<file path="src/acta_map.svh">
`ifndef ACTA_MAP_SVH
`define ACTA_MAP_SVH
// register indices; byte address is four times the index
`define ACTA_IDX_RESULT 3'h0
`define ACTA_IDX_CONFIG 3'h1
`define ACTA_IDX_LOW_THR 3'h2
`define ACTA_IDX_HIGH_THR 3'h3
`define ACTA_IDX_STATUS 3'h4
`define ACTA_IDX_MASK 3'h5
// converter_configuration fields
`define ACTA_CFG_OS 15
`define ACTA_CFG_GAIN_HI 11
`define ACTA_CFG_GAIN_LO 9
`define ACTA_CFG_MODE 8
`define ACTA_CFG_RATE_HI 7
`define ACTA_CFG_RATE_LO 5
`define ACTA_CFG_CMODE 4
`define ACTA_CFG_POL 3
`define ACTA_CFG_LAT 2
`define ACTA_CFG_QUE_HI 1
`define ACTA_CFG_QUE_LO 0
// reset values
`define ACTA_RST_GAIN 3'h2
`define ACTA_RST_MODE 1'b1
`define ACTA_RST_RATE 3'h4
`define ACTA_RST_QUE 2'h3
`define ACTA_RST_LOW_THR 16'h8000
`define ACTA_RST_HIGH_THR 16'h7fff
// queue codes
`define ACTA_QUE_ONE 2'h0
`define ACTA_QUE_TWO 2'h1
`define ACTA_QUE_FOUR 2'h2
`define ACTA_QUE_OFF 2'h3
// status bits: alert raised, conversion taken, alert response won
`define ACTA_ST_ALERT 0
`define ACTA_ST_CONV 1
`define ACTA_ST_ARA 2
`define ACTA_ST_W 3
// ready pulse length
`define ACTA_CLK_PERIOD_NS 5
`define ACTA_RDY_PULSE_NS 40
`define ACTA_RDY_PULSE_CYC ((`ACTA_RDY_PULSE_NS + `ACTA_CLK_PERIOD_NS - 1) / `ACTA_CLK_PERIOD_NS)
`define ACTA_ADDR_BITS 7
`endif

</file>
<file path="src/acta_pkg.sv">
`default_nettype none
package acta_pkg;
  typedef struct packed {
    logic [2:0] gain_range_select;
    logic single_shot_mode;
    logic [2:0] sample_rate_select;
    logic window_mode;
    logic alert_polarity;
    logic alert_latch_enable;
    logic [1:0] alert_queue_count;
  } acta_cfg_t;

  typedef struct packed {
    logic clk;
    logic done;
    logic busy;
    logic [15:0] data;
  } acta_conv_t;

  // gray order along idle -> send -> finish
  typedef enum logic [1:0] {
    ARA_IDLE = 2'b00,
    ARA_SEND = 2'b01,
    ARA_FINISH = 2'b11
  } acta_ara_state_t;
endpackage : acta_pkg
`default_nettype wire

</file>
<file path="src/acta_top.sv">
// Summary of operation
// - gain field selects full-scale range
// - mode bit: continuous or single-shot
// - rate field selects conversion rate
// - comparator type: hysteresis or window
// - polarity bit sets alert active level
// - non-latching alert releases below low in hysteresis, within margins in window
// - alert response sends address, lowest wins
// - assert after 1, 2 or 4 conversions
// - two signed 16-bit threshold registers
// - threshold sign bits select ready signalling
// - single-shot ready shows operational status
// - continuous ready pulses per conversion
// - low at 10b reset 8000h, high 11b
`timescale 1ns/10ps
`default_nettype none
`include "acta_map.svh"
module acta_top
  import acta_pkg::*;
(
  // clock and reset
  input wire logic CORE_CLK,
  input wire logic RESET,
  // avalon-mm slave
  input wire logic [4:0] AVS_ADDRESS,
  input wire logic AVS_READ,
  input wire logic AVS_WRITE,
  input wire logic [31:0] AVS_WRITEDATA,
  input wire logic [3:0] AVS_BYTEENABLE,
  output logic [31:0] AVS_READDATA,
  output logic AVS_WAITREQUEST,
  // converter core, on its own clock
  input wire logic CONV_CLK,
  input wire logic CONV_DONE,
  input wire logic CONV_BUSY,
  input wire logic [15:0] CONV_DATA,
  // settings and start towards the core
  output logic [2:0] GAIN_RANGE_SELECT,
  output logic SINGLE_SHOT_MODE,
  output logic [2:0] SAMPLE_RATE_SELECT,
  output logic CONV_START,
  // alert/ready pin
  output logic ALERT_O,
  output logic ALERT_OE,
  // alert response address phase from the serial engine
  input wire logic [6:0] DEV_ADDR,
  input wire logic ARA_START,
  input wire logic ARA_BIT_STROBE,
  input wire logic ARA_SDA_IN,
  output logic ARA_SDA_O,
  output logic ARA_SDA_OE,
  output logic ARA_WON,
  // interrupt
  output logic IRQ
);

  acta_cfg_t cfg_reg;
  logic [15:0] low_thr_reg;
  logic [15:0] high_thr_reg;
  logic [15:0] result_reg;
  logic [`ACTA_ST_W-1:0] status_reg;
  logic [`ACTA_ST_W-1:0] mask_reg;
  acta_conv_t sync1_reg;
  acta_conv_t sync2_reg;
  logic conv_clk_prev_reg;
  logic [6:0] addr_s1_reg;
  logic [6:0] addr_s2_reg;
  logic [2:0] exceed_cnt_reg;
  logic alert_cmp_reg;
  logic [3:0] rdy_cnt_reg;
  acta_ara_state_t ara_state_reg;
  logic [2:0] ara_bit_reg;
  logic ara_lost_reg;

  logic req;
  logic accept;
  logic wr_acc;
  logic rd_acc;
  logic [2:0] idx;
  logic conv_evt;
  logic os_bit;
  logic rdy_mode;
  logic comp_on;
  logic beyond_hi;
  logic beyond_lo;
  logic exceed;
  logic [2:0] cnt_next;
  logic [2:0] needed;
  logic alert_clear;
  logic asserted;
  logic [`ACTA_ST_W-1:0] status_set;
  logic ara_win;

  function automatic logic [15:0] cfg_word(input acta_cfg_t c, input logic os);
    cfg_word = {os, 3'h0, c.gain_range_select, c.single_shot_mode,
                c.sample_rate_select, c.window_mode, c.alert_polarity,
                c.alert_latch_enable, c.alert_queue_count};
  endfunction : cfg_word

  // bus handshake: one wait cycle, accepted at the edge waitrequest is low
  assign req = AVS_READ | AVS_WRITE;
  assign accept = req & ~AVS_WAITREQUEST;
  assign wr_acc = accept & AVS_WRITE;
  assign rd_acc = accept & AVS_READ;
  assign idx = AVS_ADDRESS[4:2];

  always_ff @(posedge CORE_CLK) begin
    if (RESET) begin
      AVS_WAITREQUEST <= 1'b1;
    end else begin
      AVS_WAITREQUEST <= ~(req & AVS_WAITREQUEST);
    end
  end

  always_ff @(posedge CORE_CLK) begin
    if (RESET) begin
      AVS_READDATA <= 32'h0000_0000;
    end else if (req & AVS_WAITREQUEST) begin
      case (idx)
        `ACTA_IDX_RESULT: AVS_READDATA <= {16'h0000, result_reg};
        `ACTA_IDX_CONFIG: AVS_READDATA <= {16'h0000, cfg_word(cfg_reg, os_bit)};
        `ACTA_IDX_LOW_THR: AVS_READDATA <= {16'h0000, low_thr_reg};
        `ACTA_IDX_HIGH_THR: AVS_READDATA <= {16'h0000, high_thr_reg};
        `ACTA_IDX_STATUS: AVS_READDATA <= {29'h0000_0000, status_reg};
        `ACTA_IDX_MASK: AVS_READDATA <= {29'h0000_0000, mask_reg};
        default: AVS_READDATA <= 32'h0000_0000;
      endcase
    end
  end

  // converter inputs cross in through two flops
  always_ff @(posedge CORE_CLK) begin
    if (RESET) begin
      sync1_reg <= '0;
      sync2_reg <= '0;
      conv_clk_prev_reg <= 1'b0;
      addr_s1_reg <= 7'h00;
      addr_s2_reg <= 7'h00;
    end else begin
      sync1_reg <= {CONV_CLK, CONV_DONE, CONV_BUSY, CONV_DATA};
      sync2_reg <= sync1_reg;
      conv_clk_prev_reg <= sync2_reg.clk;
      addr_s1_reg <= DEV_ADDR;
      addr_s2_reg <= addr_s1_reg;
    end
  end

  // data and done are stable across a whole link clock, so one edge suffices
  assign conv_evt = sync2_reg.clk & ~conv_clk_prev_reg & sync2_reg.done;
  assign os_bit = ~sync2_reg.busy;

  always_ff @(posedge CORE_CLK) begin
    if (RESET) begin
      result_reg <= 16'h0000;
    end else if (conv_evt) begin
      result_reg <= sync2_reg.data;
    end
  end

  // configuration register
  always_ff @(posedge CORE_CLK) begin
    if (RESET) begin
      cfg_reg.gain_range_select <= `ACTA_RST_GAIN;
      cfg_reg.single_shot_mode <= `ACTA_RST_MODE;
      cfg_reg.sample_rate_select <= `ACTA_RST_RATE;
      cfg_reg.window_mode <= 1'b0;
      cfg_reg.alert_polarity <= 1'b0;
      cfg_reg.alert_latch_enable <= 1'b0;
      cfg_reg.alert_queue_count <= `ACTA_RST_QUE;
    end else if (wr_acc && idx == `ACTA_IDX_CONFIG) begin
      if (AVS_BYTEENABLE[1]) begin
        cfg_reg.gain_range_select <= AVS_WRITEDATA[`ACTA_CFG_GAIN_HI:`ACTA_CFG_GAIN_LO];
        cfg_reg.single_shot_mode <= AVS_WRITEDATA[`ACTA_CFG_MODE];
      end
      if (AVS_BYTEENABLE[0]) begin
        cfg_reg.sample_rate_select <= AVS_WRITEDATA[`ACTA_CFG_RATE_HI:`ACTA_CFG_RATE_LO];
        cfg_reg.window_mode <= AVS_WRITEDATA[`ACTA_CFG_CMODE];
        cfg_reg.alert_polarity <= AVS_WRITEDATA[`ACTA_CFG_POL];
        cfg_reg.alert_latch_enable <= AVS_WRITEDATA[`ACTA_CFG_LAT];
        cfg_reg.alert_queue_count <= AVS_WRITEDATA[`ACTA_CFG_QUE_HI:`ACTA_CFG_QUE_LO];
      end
    end
  end

  // settings go to the core through output flops, one cycle after the stored fields
  always_ff @(posedge CORE_CLK) begin
    if (RESET) begin
      GAIN_RANGE_SELECT <= `ACTA_RST_GAIN;
      SINGLE_SHOT_MODE <= `ACTA_RST_MODE;
      SAMPLE_RATE_SELECT <= `ACTA_RST_RATE;
      CONV_START <= 1'b0;
    end else begin
      GAIN_RANGE_SELECT <= cfg_reg.gain_range_select;
      SINGLE_SHOT_MODE <= cfg_reg.single_shot_mode;
      SAMPLE_RATE_SELECT <= cfg_reg.sample_rate_select;
      // start only honoured while powered down and idle
      CONV_START <= wr_acc && idx == `ACTA_IDX_CONFIG && AVS_BYTEENABLE[1] &&
                    AVS_WRITEDATA[`ACTA_CFG_OS] && cfg_reg.single_shot_mode && os_bit;
    end
  end

  // threshold registers, both steer the comparator
  always_ff @(posedge CORE_CLK) begin
    if (RESET) begin
      low_thr_reg <= `ACTA_RST_LOW_THR;
      high_thr_reg <= `ACTA_RST_HIGH_THR;
    end else if (wr_acc) begin
      if (idx == `ACTA_IDX_LOW_THR) begin
        if (AVS_BYTEENABLE[0]) low_thr_reg[7:0] <= AVS_WRITEDATA[7:0];
        if (AVS_BYTEENABLE[1]) low_thr_reg[15:8] <= AVS_WRITEDATA[15:8];
      end
      if (idx == `ACTA_IDX_HIGH_THR) begin
        if (AVS_BYTEENABLE[0]) high_thr_reg[7:0] <= AVS_WRITEDATA[7:0];
        if (AVS_BYTEENABLE[1]) high_thr_reg[15:8] <= AVS_WRITEDATA[15:8];
      end
    end
  end

  // comparator; no hardware check of high above low, the host owns that
  assign rdy_mode = high_thr_reg[15] & ~low_thr_reg[15];
  assign comp_on = cfg_reg.alert_queue_count != `ACTA_QUE_OFF;
  assign beyond_hi = $signed(sync2_reg.data) > $signed(high_thr_reg);
  assign beyond_lo = $signed(sync2_reg.data) < $signed(low_thr_reg);
  assign exceed = cfg_reg.window_mode ? (beyond_hi | beyond_lo) : beyond_hi;

  always_comb begin
    case (cfg_reg.alert_queue_count)
      `ACTA_QUE_ONE: needed = 3'h1;
      `ACTA_QUE_TWO: needed = 3'h2;
      `ACTA_QUE_FOUR: needed = 3'h4;
      default: needed = 3'h7;
    endcase
  end

  assign cnt_next = (exceed_cnt_reg == 3'h7) ? exceed_cnt_reg : exceed_cnt_reg + 3'h1;
  assign alert_clear = cfg_reg.alert_latch_enable &
                       ((rd_acc && idx == `ACTA_IDX_RESULT) | ara_win);

  always_ff @(posedge CORE_CLK) begin
    if (RESET || !comp_on || rdy_mode) begin
      exceed_cnt_reg <= 3'h0;
    end else if (conv_evt) begin
      exceed_cnt_reg <= exceed ? cnt_next : 3'h0;
    end
  end

  always_ff @(posedge CORE_CLK) begin
    if (RESET || !comp_on || rdy_mode) begin
      alert_cmp_reg <= 1'b0;
    end else if (conv_evt && exceed && cnt_next >= needed) begin
      alert_cmp_reg <= 1'b1;
    end else if (alert_clear) begin
      alert_cmp_reg <= 1'b0;
    end else if (conv_evt && !cfg_reg.alert_latch_enable) begin
      // hysteresis releases below low only; window releases once back inside
      if (cfg_reg.window_mode ? !exceed : beyond_lo) begin
        alert_cmp_reg <= 1'b0;
      end
    end
  end

  // ready pulse stretched so slow external logic can see it
  always_ff @(posedge CORE_CLK) begin
    if (RESET) begin
      rdy_cnt_reg <= 4'h0;
    end else if (conv_evt && !cfg_reg.single_shot_mode) begin
      rdy_cnt_reg <= 4'(`ACTA_RDY_PULSE_CYC);
    end else if (rdy_cnt_reg != 4'h0) begin
      rdy_cnt_reg <= rdy_cnt_reg - 4'h1;
    end
  end

  always_comb begin
    if (rdy_mode) begin
      asserted = cfg_reg.single_shot_mode ? os_bit : (rdy_cnt_reg != 4'h0);
    end else begin
      asserted = alert_cmp_reg;
    end
  end

  always_ff @(posedge CORE_CLK) begin
    if (RESET) begin
      ALERT_O <= 1'b1;
      ALERT_OE <= 1'b0;
    end else begin
      ALERT_O <= cfg_reg.alert_polarity ? asserted : ~asserted;
      ALERT_OE <= comp_on;
    end
  end

  // alert response: address sent msb first, open drain, low bits win
  always_ff @(posedge CORE_CLK) begin
    if (RESET) begin
      ara_state_reg <= ARA_IDLE;
      ara_bit_reg <= 3'h0;
      ara_lost_reg <= 1'b0;
    end else begin
      case (ara_state_reg)
        ARA_IDLE: begin
          if (ARA_START && alert_cmp_reg) begin
            ara_state_reg <= ARA_SEND;
            ara_bit_reg <= 3'h6;
            ara_lost_reg <= 1'b0;
          end
        end
        ARA_SEND: begin
          if (ARA_BIT_STROBE) begin
            // released a one but the line is low: a lower address is on the bus
            if (addr_s2_reg[ara_bit_reg] && !ARA_SDA_IN) begin
              ara_lost_reg <= 1'b1;
            end
            if (ara_bit_reg == 3'h0) begin
              ara_state_reg <= ARA_FINISH;
            end else begin
              ara_bit_reg <= ara_bit_reg - 3'h1;
            end
          end
        end
        ARA_FINISH: ara_state_reg <= ARA_IDLE;
        default: ara_state_reg <= ARA_IDLE;
      endcase
    end
  end

  assign ara_win = ara_state_reg == ARA_FINISH && !ara_lost_reg;

  always_ff @(posedge CORE_CLK) begin
    if (RESET) begin
      ARA_SDA_O <= 1'b0;
      ARA_SDA_OE <= 1'b0;
      ARA_WON <= 1'b0;
    end else begin
      ARA_SDA_O <= 1'b0;
      ARA_SDA_OE <= ara_state_reg == ARA_SEND && !ara_lost_reg &&
                    !addr_s2_reg[ara_bit_reg] &&
                    !(ARA_BIT_STROBE && ara_bit_reg == 3'h0);
      ARA_WON <= ara_win;
    end
  end

  // interrupt status, write one to clear, a new event wins over the clear
  always_comb begin
    status_set = '0;
    status_set[`ACTA_ST_ALERT] = conv_evt && exceed && cnt_next >= needed &&
                                 comp_on && !rdy_mode && !alert_cmp_reg;
    status_set[`ACTA_ST_CONV] = conv_evt;
    status_set[`ACTA_ST_ARA] = ara_win;
  end

  always_ff @(posedge CORE_CLK) begin
    if (RESET) begin
      status_reg <= '0;
    end else if (wr_acc && idx == `ACTA_IDX_STATUS && AVS_BYTEENABLE[0]) begin
      status_reg <= (status_reg & ~AVS_WRITEDATA[`ACTA_ST_W-1:0]) | status_set;
    end else begin
      status_reg <= status_reg | status_set;
    end
  end

  always_ff @(posedge CORE_CLK) begin
    if (RESET) begin
      mask_reg <= '0;
    end else if (wr_acc && idx == `ACTA_IDX_MASK && AVS_BYTEENABLE[0]) begin
      mask_reg <= AVS_WRITEDATA[`ACTA_ST_W-1:0];
    end
  end

  always_ff @(posedge CORE_CLK) begin
    if (RESET) begin
      IRQ <= 1'b0;
    end else begin
      IRQ <= |(status_reg & mask_reg);
    end
  end

endmodule : acta_top
`default_nettype wire

</file>
<file path="config.mk">
export PLATFORM = sky130hd
export DESIGN_NAME = acta_top
export DESIGN_NICKNAME = d
export VERILOG_FILES = /design/src/acta_pkg.sv /design/src/acta_top.sv
export VERILOG_INCLUDE_DIRS = /design/src
export SDC_FILE = /design/constraint.sdc
export NUM_CORES = 1
export LEC_CHECK = 0
export BUFFER_PORTS_ARGS = -buffer_cell sky130_fd_sc_hd__buf_2
export CAP_MARGIN = 10
export CORE_UTILIZATION = 40
export DETAILED_ROUTE_END_ITERATION = 7
export GPL_ROUTABILITY_DRIVEN = 0
export GPL_TIMING_DRIVEN = 0
export PLACE_DENSITY = 0.71
export SLEW_MARGIN = 20
export SYNTH_ARGS = -nofsm -noshare
export SYNTH_HDL_FRONTEND = slang
export SYNTH_SLANG_ARGS = --single-unit
</file>
<file path="constraint.sdc">
create_clock -name CORE_CLK -period 4.3 [get_ports CORE_CLK]
set_input_delay 0.86 -clock CORE_CLK [delete_from_list [all_inputs] [get_ports CORE_CLK]]
set_output_delay 0.86 -clock CORE_CLK [all_outputs]
set_load 0.05 [all_outputs]
</file>
==> summary.md, run 1 <==
| Metric | Value |
|---|---|
| Outcome | `finished clean` |
| Worst Path Buf+Inv | `1` |
| Initial antenna violation count | `0` |
| Final-report hold violation count | `0` |
| Worst slew pin tran | `0.7359 ns` |
| Internal cell power | `roughly 2.6 mW` |
| Clock-pin slew on the worst setup and hold paths | `0.07 ns` |
| Starting Density | `0.4086` |
| Post-DR vias/cell | `4.952` |
| Worst clock skew | `0.005582 ns` |
| First-pass GRT wire length | `approximately 27000 um` |
| Count of flip-flops with a built-in enable after synthesis | `0` |
| Proportion of total power due to net switching | `0.2556` |
| Total of max-cap violations | `0` |
| Critical Path Start | `high_thr_reg[15]` |
| Worst-skew pair later-pin latency | `around 0.43 ns` |
| Power density normalized to cell area | `approximately 420 nW/um2` |
| # rows | `48` |
| Top cell type by total area after synthesis | `sky130_fd_sc_hd__dfxtp_1` |
| Max Freq | `384.3 MHz` |
| Min Hold Slack | `0.4355 ns` |
| Final #Nets | `between 900 and 1000` |
| Final instance area | `8442 um2` |
| Number of buffers added by the clock tree synthesis step | `17` |
| WP data arrival | `2.89 ns` |
| Synth Area in Simple Gates | `0.1818` |
| Layout cell share with drive strength beyond 1 | `0.1876` |
| Comb pwr share | `0.094` |
| Delay contributed by the slowest stage of the critical path | `0.61 ns` |
| Fraction of post-synthesis cell area in the top cell type by area | `0.4617` |
| Number of diodes added for antenna fixing | `0` |
| Max rail drop VDD | `~0.00024 V` |
| Kind of capture point of the worst setup path | `register` |
| Top cell family by delay on the critical path | `compound AO/OA/AOI/OAI gates` |
| IO buf count | `81` |
| Vias in the first global route | `just over 5000` |
| Die Span X | `134.9 um` |
| Drt wl/cell | `15.53 um` |
| Cell with the most instances after synthesis | `sky130_fd_sc_hd__dfxtp_1` |
| CTS sink count | `roughly 160` |
| Relative contribution of sequential cells to total power | `0.450` |
| CTS H-tree lvls | `4` |
| Flop2flop setup slack | `1.70 ns` |
| Type of element launching the critical path | `register` |
| Pin count of the biggest net entering global routing | `17` |
| Complex-gate fraction of the synthesized area | `0.1098` |
| Number of remaining DRC errors | `0` |
| Gate Count Post-Synth | `740` |
| Area contributors post-synth | `sky130_fd_sc_hd__dfxtp_1, sky130_fd_sc_hd__ha_1, sky130_fd_sc_hd__mux2i_1` |
| Crit path max fanout | `4` |
| Post-synth top cells | `sky130_fd_sc_hd__dfxtp_1, sky130_fd_sc_hd__nand2_1, sky130_fd_sc_hd__nor2_1` |
| Most used routing layer in global routing | `met2` |
| GRT Util Overall | `0.1964` |
| Post-cts sizing count | `0` |
| Setup tns final | `0 ns` |
| Hold-fix buffers at CTS | `0` |
| TritonCTS clock tree | `yes` |
| Deepest clock path buffer count | `2` |
| Total of warnings raised by yosys | `0` |
| Area post-placement | `7815 um2` |
| First-pass detailed-route iteration total | `5` |
| Number of setup buffers added after CTS | `0` |
| Core area | `around 17000 um2` |
| Type of the most critical hold path | `reg2reg` |
| Overall Power | `3.519 mW` |
| Hold path startpoint | `sync1_reg[14]` |
| Power dissipated by switching net loads | `0.8994 mW` |
| Violation count after the first detailed-route iteration | `around 330` |
| Final Routed Wirelength | `about 17000 um` |
| FILL cells | `1639` |
| Met2 demand-to-capacity share in global routing | `0.3167` |
| Hpwl dp | `12830 um` |
| Final period utilization | `0.6052` |
| Synth cell types | `56` |
| Static leakage | `approximately 3.8 nW` |
| Total gr overflow | `0` |
| Required arrival time at the worst endpoint | `4.59 ns` |
| Synthesized area | `~7000 um2` |
| Most frequently used flop master after synthesis | `sky130_fd_sc_hd__dfxtp_1` |
| CTS root buffer | `sky130_fd_sc_hd__clkbuf_16` |
| Share of cell area taken by muxes after synthesis | `0.1062` |
| Final count of pins violating max slew | `0` |
| Main combinational cell family by area after synthesis | `simple AND/OR/NAND/NOR gates` |
| Met1 track demand over resource | `0.2527` |
| Relative slew slack | `0.5042` |
| Final setup vio count | `0` |
| Crit-path slowest cell | `sky130_fd_sc_hd__a2111oi_0` |
| Parity-gate share of the synthesized area counting xor and xnor cells | `0.006196` |
| Setup Crit Path Kind | `reg2reg` |
| Fraction of registers with async set or reset after synthesis | `0` |
| Synthesized flop and latch total | `163` |
| Clock network fraction of design power | `0.455` |
| Synth Area in Adders | `0.07258` |
| Number of top-level pins | `121` |
| Per-instance average area after synthesis | `9.551 um2` |
| Die Outline Area | `18210 um2` |
| Minimum clock period | `2.602 ns` |
| Routing usage on met3 | `0.04542` |
| Residual antenna-violating net count after detailed routing | `0` |
| Area Growth Syn to Fin | `19.44%` |
| Ordered list of cells on the worst path | `inv_1 > ha_1 > nand4_1 > nor3_1 > a2111oi_0 > o21a_1 > o221a_4 > o21ai_1 > nor2b_1` |
| Total number of vias | `between 5000 and 6000` |
| Reg-to-reg startpoint | `high_thr_reg[15]` |
| Sequential-to-total area share from yosys stat | `0.4617` |
| Vertical die dimension | `134.9 um` |
| Setup repair after global routing missed its margin | `no` |
[stage by stage]
step,worst slack (ns),instances,utilization
after floorplan,2.047,756,-
after global placement,1.524,1062,0.4518
after detailed placement,1.502,1062,0.4518
after CTS,1.717,1094,0.4881
after global routing,1.540,1094,0.4881
final,1.698,1094,0.4881
[logic make-up (layout without fill, tap and decap cells)]
logic type	Yosys count	count (layout)
xor gates and xnor gates	5	5
buffers and inverters	97	210
AOI/OAI and AO/OA	114	114
adders and majority gates	41	41
other	1	17
and+or+nand+nor	262	262
muxes	57	57
DFF	163	163
[layout by cell type (no fill, tap or decap), drive strengths merged, types with 3 or more instances in the layout]
cell and instances:
conb 17, nor4bb 3, a21oi 44, a22oi 13
nor2 67, nand2 87, o211ai 15, nor2b 63
ha 41, nand3 3, o21ai 12, o21a 6
or2 5, xnor2 4, dfxtp 163, nor3 6
mux2i 42, or3 4, and3 3, mux4 14
nand4 5, a21o 4, clkbuf 45, a22o 3
a31oi 3, buf 105, inv 50, bufinv 3
clkinv 5, a2111oi 3, nand2b 6
[worst reg2reg max path: stages, from the launching register on]
cell and delay, ns:
sky130_fd_sc_hd__dfxtp_1 0.38, sky130_fd_sc_hd__inv_1 0.11, sky130_fd_sc_hd__ha_1 0.35, sky130_fd_sc_hd__nand4_1 0.22
sky130_fd_sc_hd__nor3_1 0.10, sky130_fd_sc_hd__a2111oi_0 0.61, sky130_fd_sc_hd__o21a_1 0.24, sky130_fd_sc_hd__o221a_4 0.23
sky130_fd_sc_hd__o21ai_1 0.07, sky130_fd_sc_hd__nor2b_1 0.13
[cell type report]
class | count | area [um2] | share of cell area
Inverter | 45 | 168.9 | 0.02001
Clock inverter | 15 | 201.4 | 0.02386
Buffer | 52 | 264.0 | 0.03127
Multi-Input combinational cell | 496 | 3432 | 0.4066
Tap cell | 225 | 281.5 | 0.03335
Clock buffer | 17 | 425.4 | 0.05039
Timing Repair Buffer | 81 | 405.4 | 0.04802
Sequential cell | 163 | 3263 | 0.3865
[power groups by stage]
stage / Combinational (mW) / Clock [mW] / Sequential [mW]
after detailed placement: 0.332 / 0 / 1.62
after CTS: 0.334 / 1.62 / 1.58
after global placement: 0.325 / 0 / 1.62
after global routing: 0.367 / 1.69 / 1.59
final: 0.333 / 1.60 / 1.58
after floorplan: 0.223 / 0 / 1.63
[worst paths after layout]
check,endpoint,cells past startpoint
setup / recovery,exceed_cnt_reg[1],9
hold / removal,sync2_reg[14],1
setup reg to reg,exceed_cnt_reg[1],9
hold reg to reg,sync2_reg[14],1
[metal layers]
| layer | vias up | part of all wire |
|---|---|---|
| met2 | 151 | 0.46 |
| met5 | - | 0 |
| li1 | 2722 | - |
| met1 | 2519 | 0.46 |
| met4 | 0 | 0.020 |
| met3 | 25 | 0.057 |
Power figures use the tool's default switching activity.
==> inputs of run 2 (changes only) <==
- ABC_AREA: not set -> 1
- PLACE_DENSITY: 0.71 -> 0.74
- clock period: 4.3 -> 2.1 ns (I/O delays scaled with it)
==> run 2 against run 1 <==
Net effect:
- clock power grew 99%
- total power rose by 110%
- critical endpoint is now status_reg[0]
- design area decreased by 0.67%
- largest cell class is now flip-flops and latches
==> summary.md, run 2 <==
| Metric | Value |
|---|---|
| Post-synth top cells | `sky130_fd_sc_hd__dfxtp_1, sky130_fd_sc_hd__inv_1, sky130_fd_sc_hd__nand2_1` |
| Number of top-level pins | `121 (unchanged)` |
| Static leakage | `3.922 nW (+4.4%)` |
| Final count of pins violating max slew | `0 (unchanged)` |
| Kind of capture point of the worst setup path | `register` |
| Relative slew slack | `0.4886 (-0.01566)` |
| Post-DR vias/cell | `4.967 (+0.31%)` |
| Synthesized flop and latch total | `163 (unchanged)` |
| Relative contribution of sequential cells to total power | `0.452 (+0.002)` |
| Starting Density | `0.4150 (+0.006331)` |
| Power dissipated by switching net loads | `1.938 mW (+120%)` |
| Proportion of total power due to net switching | `0.2685 (+0.01295)` |
| Total of max-cap violations | `0 (unchanged)` |
| Violation count after the first detailed-route iteration | `574 (+73%)` |
| Clock-pin slew on the worst setup and hold paths | `0.07 ns (about the same)` |
| Min Hold Slack | `0.1838 ns (-0.2517 ns)` |
| Vias in the first global route | `5709 (+10%)` |
| Final Routed Wirelength | `17860 um (+5.1%)` |
| Area Growth Syn to Fin | `20.15%` |
| Flop2flop setup slack | `0.07 ns (-1.62 ns)` |
| First-pass detailed-route iteration total | `6 (+1)` |
| Required arrival time at the worst endpoint | `2.46 ns (-2.13 ns)` |
| Synthesized area | `6979 um2 (-1.3%)` |
| Total gr overflow | `0 (unchanged)` |
| TritonCTS clock tree | `yes` |
| Die Outline Area | `17980 um2 (-1.2%)` |
| Setup repair after global routing missed its margin | `yes` |
| Minimum clock period | `2.026 ns (-0.5758 ns)` |
| Fraction of post-synthesis cell area in the top cell type by area | `0.4676 (+0.005876)` |
| Final setup vio count | `0 (unchanged)` |
| Power density normalized to cell area | `860.7 nW/um2 (+110%)` |
| Setup tns final | `0 ns (unchanged)` |
| Residual antenna-violating net count after detailed routing | `0 (unchanged)` |
| Core area | `16820 um2 (-2.8%)` |
| Initial antenna violation count | `0 (unchanged)` |
| Final #Nets | `1118 (+15%)` |
| Type of element launching the critical path | `register` |
| Outcome | `finished clean` |
| Worst clock skew | `0.007629 ns (+0.002048 ns)` |
| Overall Power | `7.217 mW (+110%)` |
| Most frequently used flop master after synthesis | `sky130_fd_sc_hd__dfxtp_1` |
| Per-instance average area after synthesis | `7.877 um2 (-18%)` |
| Top cell type by total area after synthesis | `sky130_fd_sc_hd__dfxtp_1` |
| Cell with the most instances after synthesis | `sky130_fd_sc_hd__dfxtp_1` |
| Area contributors post-synth | `sky130_fd_sc_hd__dfxtp_1, sky130_fd_sc_hd__inv_1, sky130_fd_sc_hd__ha_1` |
| Type of the most critical hold path | `in2reg` |
| Area post-placement | `7720 um2 (-1.2%)` |
| First-pass GRT wire length | `28660 um (+6.0%)` |
| CTS H-tree lvls | `4 (unchanged)` |
| Comb pwr share | `0.106 (+0.012)` |
| Crit path max fanout | `5 (+1)` |
| GRT Util Overall | `0.2076 (+0.01120)` |
| Final period utilization | `0.9649 (+0.3598)` |
| WP data arrival | `2.38 ns (-0.51 ns)` |
| Max rail drop VDD | `0.0006442 V (+170%)` |
| Most frequent standard cell in the layout excluding fill and tap cells | `sky130_fd_sc_hd__dfxtp_1` |
| Worst-skew pair later-pin latency | `0.43 ns (about the same)` |
| Final-report hold violation count | `0 (unchanged)` |
| Layout cell share with drive strength beyond 1 | `0.1752 (-0.01238)` |
| Vertical die dimension | `134.1 um (-0.62%)` |
| Fraction of registers with async set or reset after synthesis | `0 (unchanged)` |
| Pre-CTS setup slack | `-0.2225 ns (-1.724 ns)` |
| Number of placed instances, taps included | `1203 (+13%)` |
| CTS sink count | `163 (unchanged)` |
| CTS root buffer | `sky130_fd_sc_hd__clkbuf_16` |
| Hpwl dp | `13230 um (+3.1%)` |
| Worst slew pin tran | `0.7671 ns (+0.03127 ns)` |
| Final Util | `0.4986 (+0.01052)` |
| IO buf count | `81 (unchanged)` |
| Setup Crit Path Kind | `reg2reg` |
| Drt wl/cell | `14.45 um (-7.0%)` |
| Pin count of the biggest net entering global routing | `17 (unchanged)` |
| Final standard cell count with taps included and fillers excluded | `1236 (+13%)` |
| Internal cell power | `5.279 mW (+100%)` |
| Sequential-to-total area share from yosys stat | `0.4676 (+0.005876)` |
| Synth cell types | `42 (-25%)` |
| # rows | `47 (-2.1%)` |
| Die Span X | `134.1 um (-0.62%)` |
| Number of diodes added for antenna fixing | `0 (unchanged)` |
| Number of remaining DRC errors | `0 (unchanged)` |
| Gate Count Post-Synth | `886 (+20%)` |
| Number of buffers added by the clock tree synthesis step | `17 (unchanged)` |
| Max Freq | `493.5 MHz (+28%)` |
| Total number of vias | `6139 (+13%)` |
| Final instance area | `8386 um2 (-0.67%)` |
| Deepest clock path buffer count | `2 (unchanged)` |
| Highest-count cells in the layout ignoring fill and taps | `sky130_fd_sc_hd__dfxtp_1, sky130_fd_sc_hd__inv_1, sky130_fd_sc_hd__nand2_1` |
| Total of warnings raised by yosys | `0 (unchanged)` |
| Count of flip-flops with a built-in enable after synthesis | `0 (unchanged)` |
| Final setup slack of the worst path | `0.07365 ns (-1.624 ns)` |
| Clock network fraction of design power | `0.442 (-0.013)` |
## run 2: changes by cell type in the layout (fill, tap and decap cells not counted), moves of 16 or more
cell | previous run | this run
sky130_fd_sc_hd__inv_1 | 45 | 146
sky130_fd_sc_hd__o21ai_0 | 11 | 73
sky130_fd_sc_hd__nor2b_1 | 63 | 0
sky130_fd_sc_hd__o22ai_1 | 0 | 20
sky130_fd_sc_hd__nor2_1 | 67 | 97
sky130_fd_sc_hd__nand2_1 | 87 | 108
sky130_fd_sc_hd__a21oi_1 | 44 | 84
sky130_fd_sc_hd__mux2i_1 | 42 | 0
sky130_fd_sc_hd__nand3_1 | 3 | 19
## run 2: power groups by stage
stage	sequential, mW	clock (mW)	combinational, mW
floorplan	3.37	0	0.486
global placement	3.32	0	0.736
detailed placement	3.33	0	0.755
CTS	3.26	3.24	0.760
global route	3.27	3.37	0.847
finish	3.26	3.19	0.768
## run 2: path summary, 6_finish.rpt
path,from,to,depth (start not counted)
setup / recovery,sync2_reg[6],status_reg[0],12
hold / removal,CONV_DATA[6],sync1_reg[6],3
setup reg to reg,sync2_reg[6],status_reg[0],12
hold reg to reg,sync1_reg[5],sync2_reg[5],2
## run 2: cell families (layout without fill, tap and decap cells)
logic type | Yosys count | count (layout) | synth area share
simple gates | 257 | 257 | 0.1576
compound gates | 218 | 218 | 0.1748
buf+inv | 204 | 318 | 0.1232
flops | 163 | 163 | 0.4676
fa+ha+maj | 41 | 41 | 0.07350
other cells | 1 | 17 | 0.0005373
xor+xnor | 1 | 1 | 0.001255
mux | 1 | 1 | 0.001613
## run 2: what timing repair did
action / CTS / global route
resized for setup: 0 / 12
hold endpoints to repair: 0 / 0
endpoints found under the setup margin: 0 / 8
setup buffers: 0 / 1
hold buffers: 0 / 0
## run 2: critical path: stages, from the launching register on
cell and delay (ns):
sky130_fd_sc_hd__dfxtp_1 0.43, sky130_fd_sc_hd__ha_1 0.27, sky130_fd_sc_hd__nand2_1 0.09, sky130_fd_sc_hd__nor2_1 0.05
sky130_fd_sc_hd__nor3_1 0.18, sky130_fd_sc_hd__nand2_1 0.13, sky130_fd_sc_hd__nand2_1 0.10, sky130_fd_sc_hd__nand3_1 0.09
sky130_fd_sc_hd__nand2_2 0.09, sky130_fd_sc_hd__nand2_1 0.08, sky130_fd_sc_hd__nand2_2 0.13, sky130_fd_sc_hd__nand4_1 0.13
sky130_fd_sc_hd__a21oi_1 0.17
## run 2: layout make-up
class / instances / area (um2)
fill: 1661 / 8433
sequential: 163 / 3266
multi-input combinational: 535 / 2968
inverter: 156 / 585.6
clock buffer: 18 / 439.2
timing repair buffer: 82 / 412.9
tap: 220 / 275.3
buffer: 48 / 274.0
clock inverter: 14 / 165.2
## run 2: routing by layer
metal  vias up  share of wire  global-route usage
li1       3060              -                   -
met5         -              0                   0
met4         0          0.031             0.09738
met2       267           0.44              0.3161
met1      2773           0.44              0.2747
met3        39          0.087             0.05291
==> inputs of run 3 (changes only) <==
- GPL_ROUTABILITY_DRIVEN: 0 -> not set
- HOLD_SLACK_MARGIN: not set -> 0.02
- PLACE_DENSITY: 0.74 -> 0.71
- clock period: 2.1 -> 2.6 ns (I/O delays scaled with it)
==> run 3 against run 2 <==
Net effect:
- sequential share of layout area grew 0.39 points
- non-clock buffer count is 1 lower
- first-iteration DRC count grew 1.7%
- global-route usage is 0.48 points lower
- clock skew about the same
- largest power group unchanged
==> summary.md, run 3 (synthesized netlist as in run 2, its figures left out) <==
| Metric | Value |
|---|---|
| Outcome | `finished clean` |
| Number of placed instances, taps included | `1203 (unchanged)` |
| Number of setup buffers added after CTS | `0 (unchanged)` |
| Initial antenna violation count | `2 (+2)` |
| Violation count after the first detailed-route iteration | `584 (+1.7%)` |
| Deepest clock path buffer count | `2 (unchanged)` |
| Highest-count cells in the layout ignoring fill and taps | `sky130_fd_sc_hd__dfxtp_1, sky130_fd_sc_hd__inv_1, sky130_fd_sc_hd__nand2_1` |
| Setup tns final | `0 ns (unchanged)` |
| Total gr overflow | `0 (unchanged)` |
| Number of buffers added by the clock tree synthesis step | `17 (unchanged)` |
| Comb pwr share | `0.107 (about the same)` |
| Die Outline Area | `17980 um2 (unchanged)` |
| FILL cells | `1686 (+1.5%)` |
| Worst clock skew | `0.007431 ns (-0.0001988 ns)` |
| Number of diodes added for antenna fixing | `0 (unchanged)` |
| Power dissipated by switching net loads | `1.479 mW (-24%)` |
| Required arrival time at the worst endpoint | `2.95 ns (+0.49 ns)` |
| Number of top-level pins | `121 (unchanged)` |
| Number of remaining DRC errors | `0 (unchanged)` |
| Starting Density | `0.4150 (unchanged)` |
| Residual antenna-violating net count after detailed routing | `0 (unchanged)` |
| First-pass detailed-route iteration total | `5 (-1)` |
| CTS sink count | `163 (unchanged)` |
| Relative slew slack | `0.4213 (-0.06729)` |
| TritonCTS clock tree | `yes` |
| Max rail drop VDD | `0.0004568 V (-29%)` |
| Critical Path Start | `low_thr_reg[15]` |
| Setup repair after global routing missed its margin | `no` |
| Final setup vio count | `0 (unchanged)` |
| Static leakage | `3.899 nW (-0.58%)` |
| Reg-to-reg startpoint | `low_thr_reg[15]` |
| Crit path max fanout | `5 (unchanged)` |
| Pre-CTS setup slack | `0.3221 ns (+0.5447 ns)` |
| First-pass GRT wire length | `27790 um (-3.1%)` |
| Worst slew pin tran | `0.8681 ns (+0.1009 ns)` |
| Final-report hold violation count | `0 (unchanged)` |
| Total of max-cap violations | `0 (unchanged)` |
| Kind of capture point of the worst setup path | `register` |
| Final instance area | `8297 um2 (-1.1%)` |
| IO buf count | `81 (unchanged)` |
| Post-DR vias/cell | `4.918 (-0.98%)` |
| Vias in the first global route | `5496 (-3.7%)` |
| Area post-placement | `7720 um2 (unchanged)` |
| FF+latch area | `3263 um2 (about the same)` |
| Die Span X | `134.1 um (unchanged)` |
| # rows | `47 (unchanged)` |
| Top cell family by delay on the critical path | `simple AND/OR/NAND/NOR gates` |
| Worst Path Buf+Inv | `2 (+2)` |
| Area taken by multi-input logic gates | `2917 um2 (-1.7%)` |
| Setup Crit Path Kind | `reg2reg` |
| Final count of pins violating max slew | `0 (unchanged)` |
| Final period utilization | `0.7951 (-0.1698)` |
| Most frequent standard cell in the layout excluding fill and tap cells | `sky130_fd_sc_hd__dfxtp_1` |
| Area Growth Syn to Fin | `18.88%` |
| Vertical die dimension | `134.1 um (unchanged)` |
| Proportion of total power due to net switching | `0.2590 (-0.009503)` |
| Hold path startpoint | `CONV_DATA[10]` |
| Crit-path slowest cell | `sky130_fd_sc_hd__dfxtp_1` |
| Worst-skew pair later-pin latency | `0.43 ns (about the same)` |
| Final Routed Wirelength | `17670 um (-1.1%)` |
| Most frequent cell on the critical path | `sky130_fd_sc_hd__nand2_1` |
| Max Freq | `483.7 MHz (-2.0%)` |
| Final #Nets | `1117 (-0.089%)` |
| Overall Power | `5.712 mW (-21%)` |
| Hpwl dp | `13280 um (+0.36%)` |
| Core area | `16820 um2 (unchanged)` |
| Relative contribution of sequential cells to total power | `0.461 (+0.009)` |
| CTS H-tree lvls | `4 (unchanged)` |
| Pin count of the biggest net entering global routing | `17 (unchanged)` |
| Ordered list of cells on the worst path | `inv_1 > ha_1 > nand2_1 > inv_1 > nand3_1 > nor3_1 > nand2_1 > nand2_1 > nand2_1 > nand2_1 > nand2_1 > nand2_2 > nand4_1 > a21oi_1` |
| Routability congestion estimate | `0.9331` |
| Internal cell power | `4.232 mW (-20%)` |
| Final standard cell count with taps included and fillers excluded | `1234 (-0.16%)` |
| Final setup slack of the worst path | `0.5327 ns (+0.4591 ns)` |
| Type of element launching the critical path | `register` |
| Final Util | `0.4933 (-0.005282)` |
| Clock network fraction of design power | `0.433 (-0.009)` |
| Power density normalized to cell area | `688.5 nW/um2 (-20%)` |
| Layout cell share with drive strength beyond 1 | `0.1598 (-0.01543)` |
| Post-cts sizing count | `0 (unchanged)` |
| Hold-fix buffers at CTS | `0 (unchanged)` |
| Type of the most critical hold path | `in2reg` |
| Min Hold Slack | `0.2840 ns (+0.1002 ns)` |
| CTS root buffer | `sky130_fd_sc_hd__clkbuf_16` |
| Total number of vias | `6069 (-1.1%)` |
| Clock-pin slew on the worst setup and hold paths | `0.06 ns (about the same)` |
| Minimum clock period | `2.067 ns (+0.04093 ns)` |
| Drt wl/cell | `14.32 um (-0.90%)` |
| WP data arrival | `2.42 ns (+0.04 ns)` |
| Delay contributed by the slowest stage of the critical path | `0.36 ns (-0.07 ns)` |
| GRT Util Overall | `0.2028 (-0.004763)` |
-- run 3: cell types whose count changed in the layout (fill, tap and decap cells not counted), sizes merged --
cell / previous run / this run
clkinv: 3 / 8
clkbuf: 37 / 39
buf: 111 / 110
clkinvlp: 1 / 0
inv: 164 / 157
-- run 3: area by class of cell --
| cell class | instances | area share |
|---|---|---|
| flip-flops and latches | 163 | 0.3933 |
| plain buffers | 48 | 0.03303 |
| inverters | 156 | 0.07058 |
| multi-input cells | 535 | 0.3515 |
| repair buffers | 81 | 0.04886 |
| clock buffers | 20 | 0.05384 |
| well taps | 220 | 0.03318 |
| clock inverters | 11 | 0.01568 |
-- run 3: power by group through the flow --
stage	clock, mW	sequential, mW	combinational, mW
floorplan	0	2.72	0.393
global placement	0	2.68	0.592
detailed placement	0	2.69	0.603
CTS	2.49	2.63	0.607
global route	2.61	2.64	0.683
finish	2.47	2.63	0.610
-- run 3: final timing paths --
check / to / depth (start not counted) / slack [ns]
min reg2reg: sync2_reg[0] / 2 / 0.40
min: sync1_reg[10] / 3 / 0.28
max reg2reg: status_reg[0] / 14 / 0.53
max: status_reg[0] / 14 / 0.53
-- run 3: tightest hold or removal path, cell delays in order --
cell                     delay, ns
sky130_fd_sc_hd__buf_2        0.07
sky130_fd_sc_hd__inv_1        0.03
sky130_fd_sc_hd__nor2_1       0.06
-- run 3: per-layer routing --
layer  vias up  GRT usage  routed length (um)
met1      2675     0.2693                8142
met3        32    0.05367                1550
met5         -          0                   8
met2       287     0.3106                7513
li1       3073          -                   -
met4         2    0.08552                 454
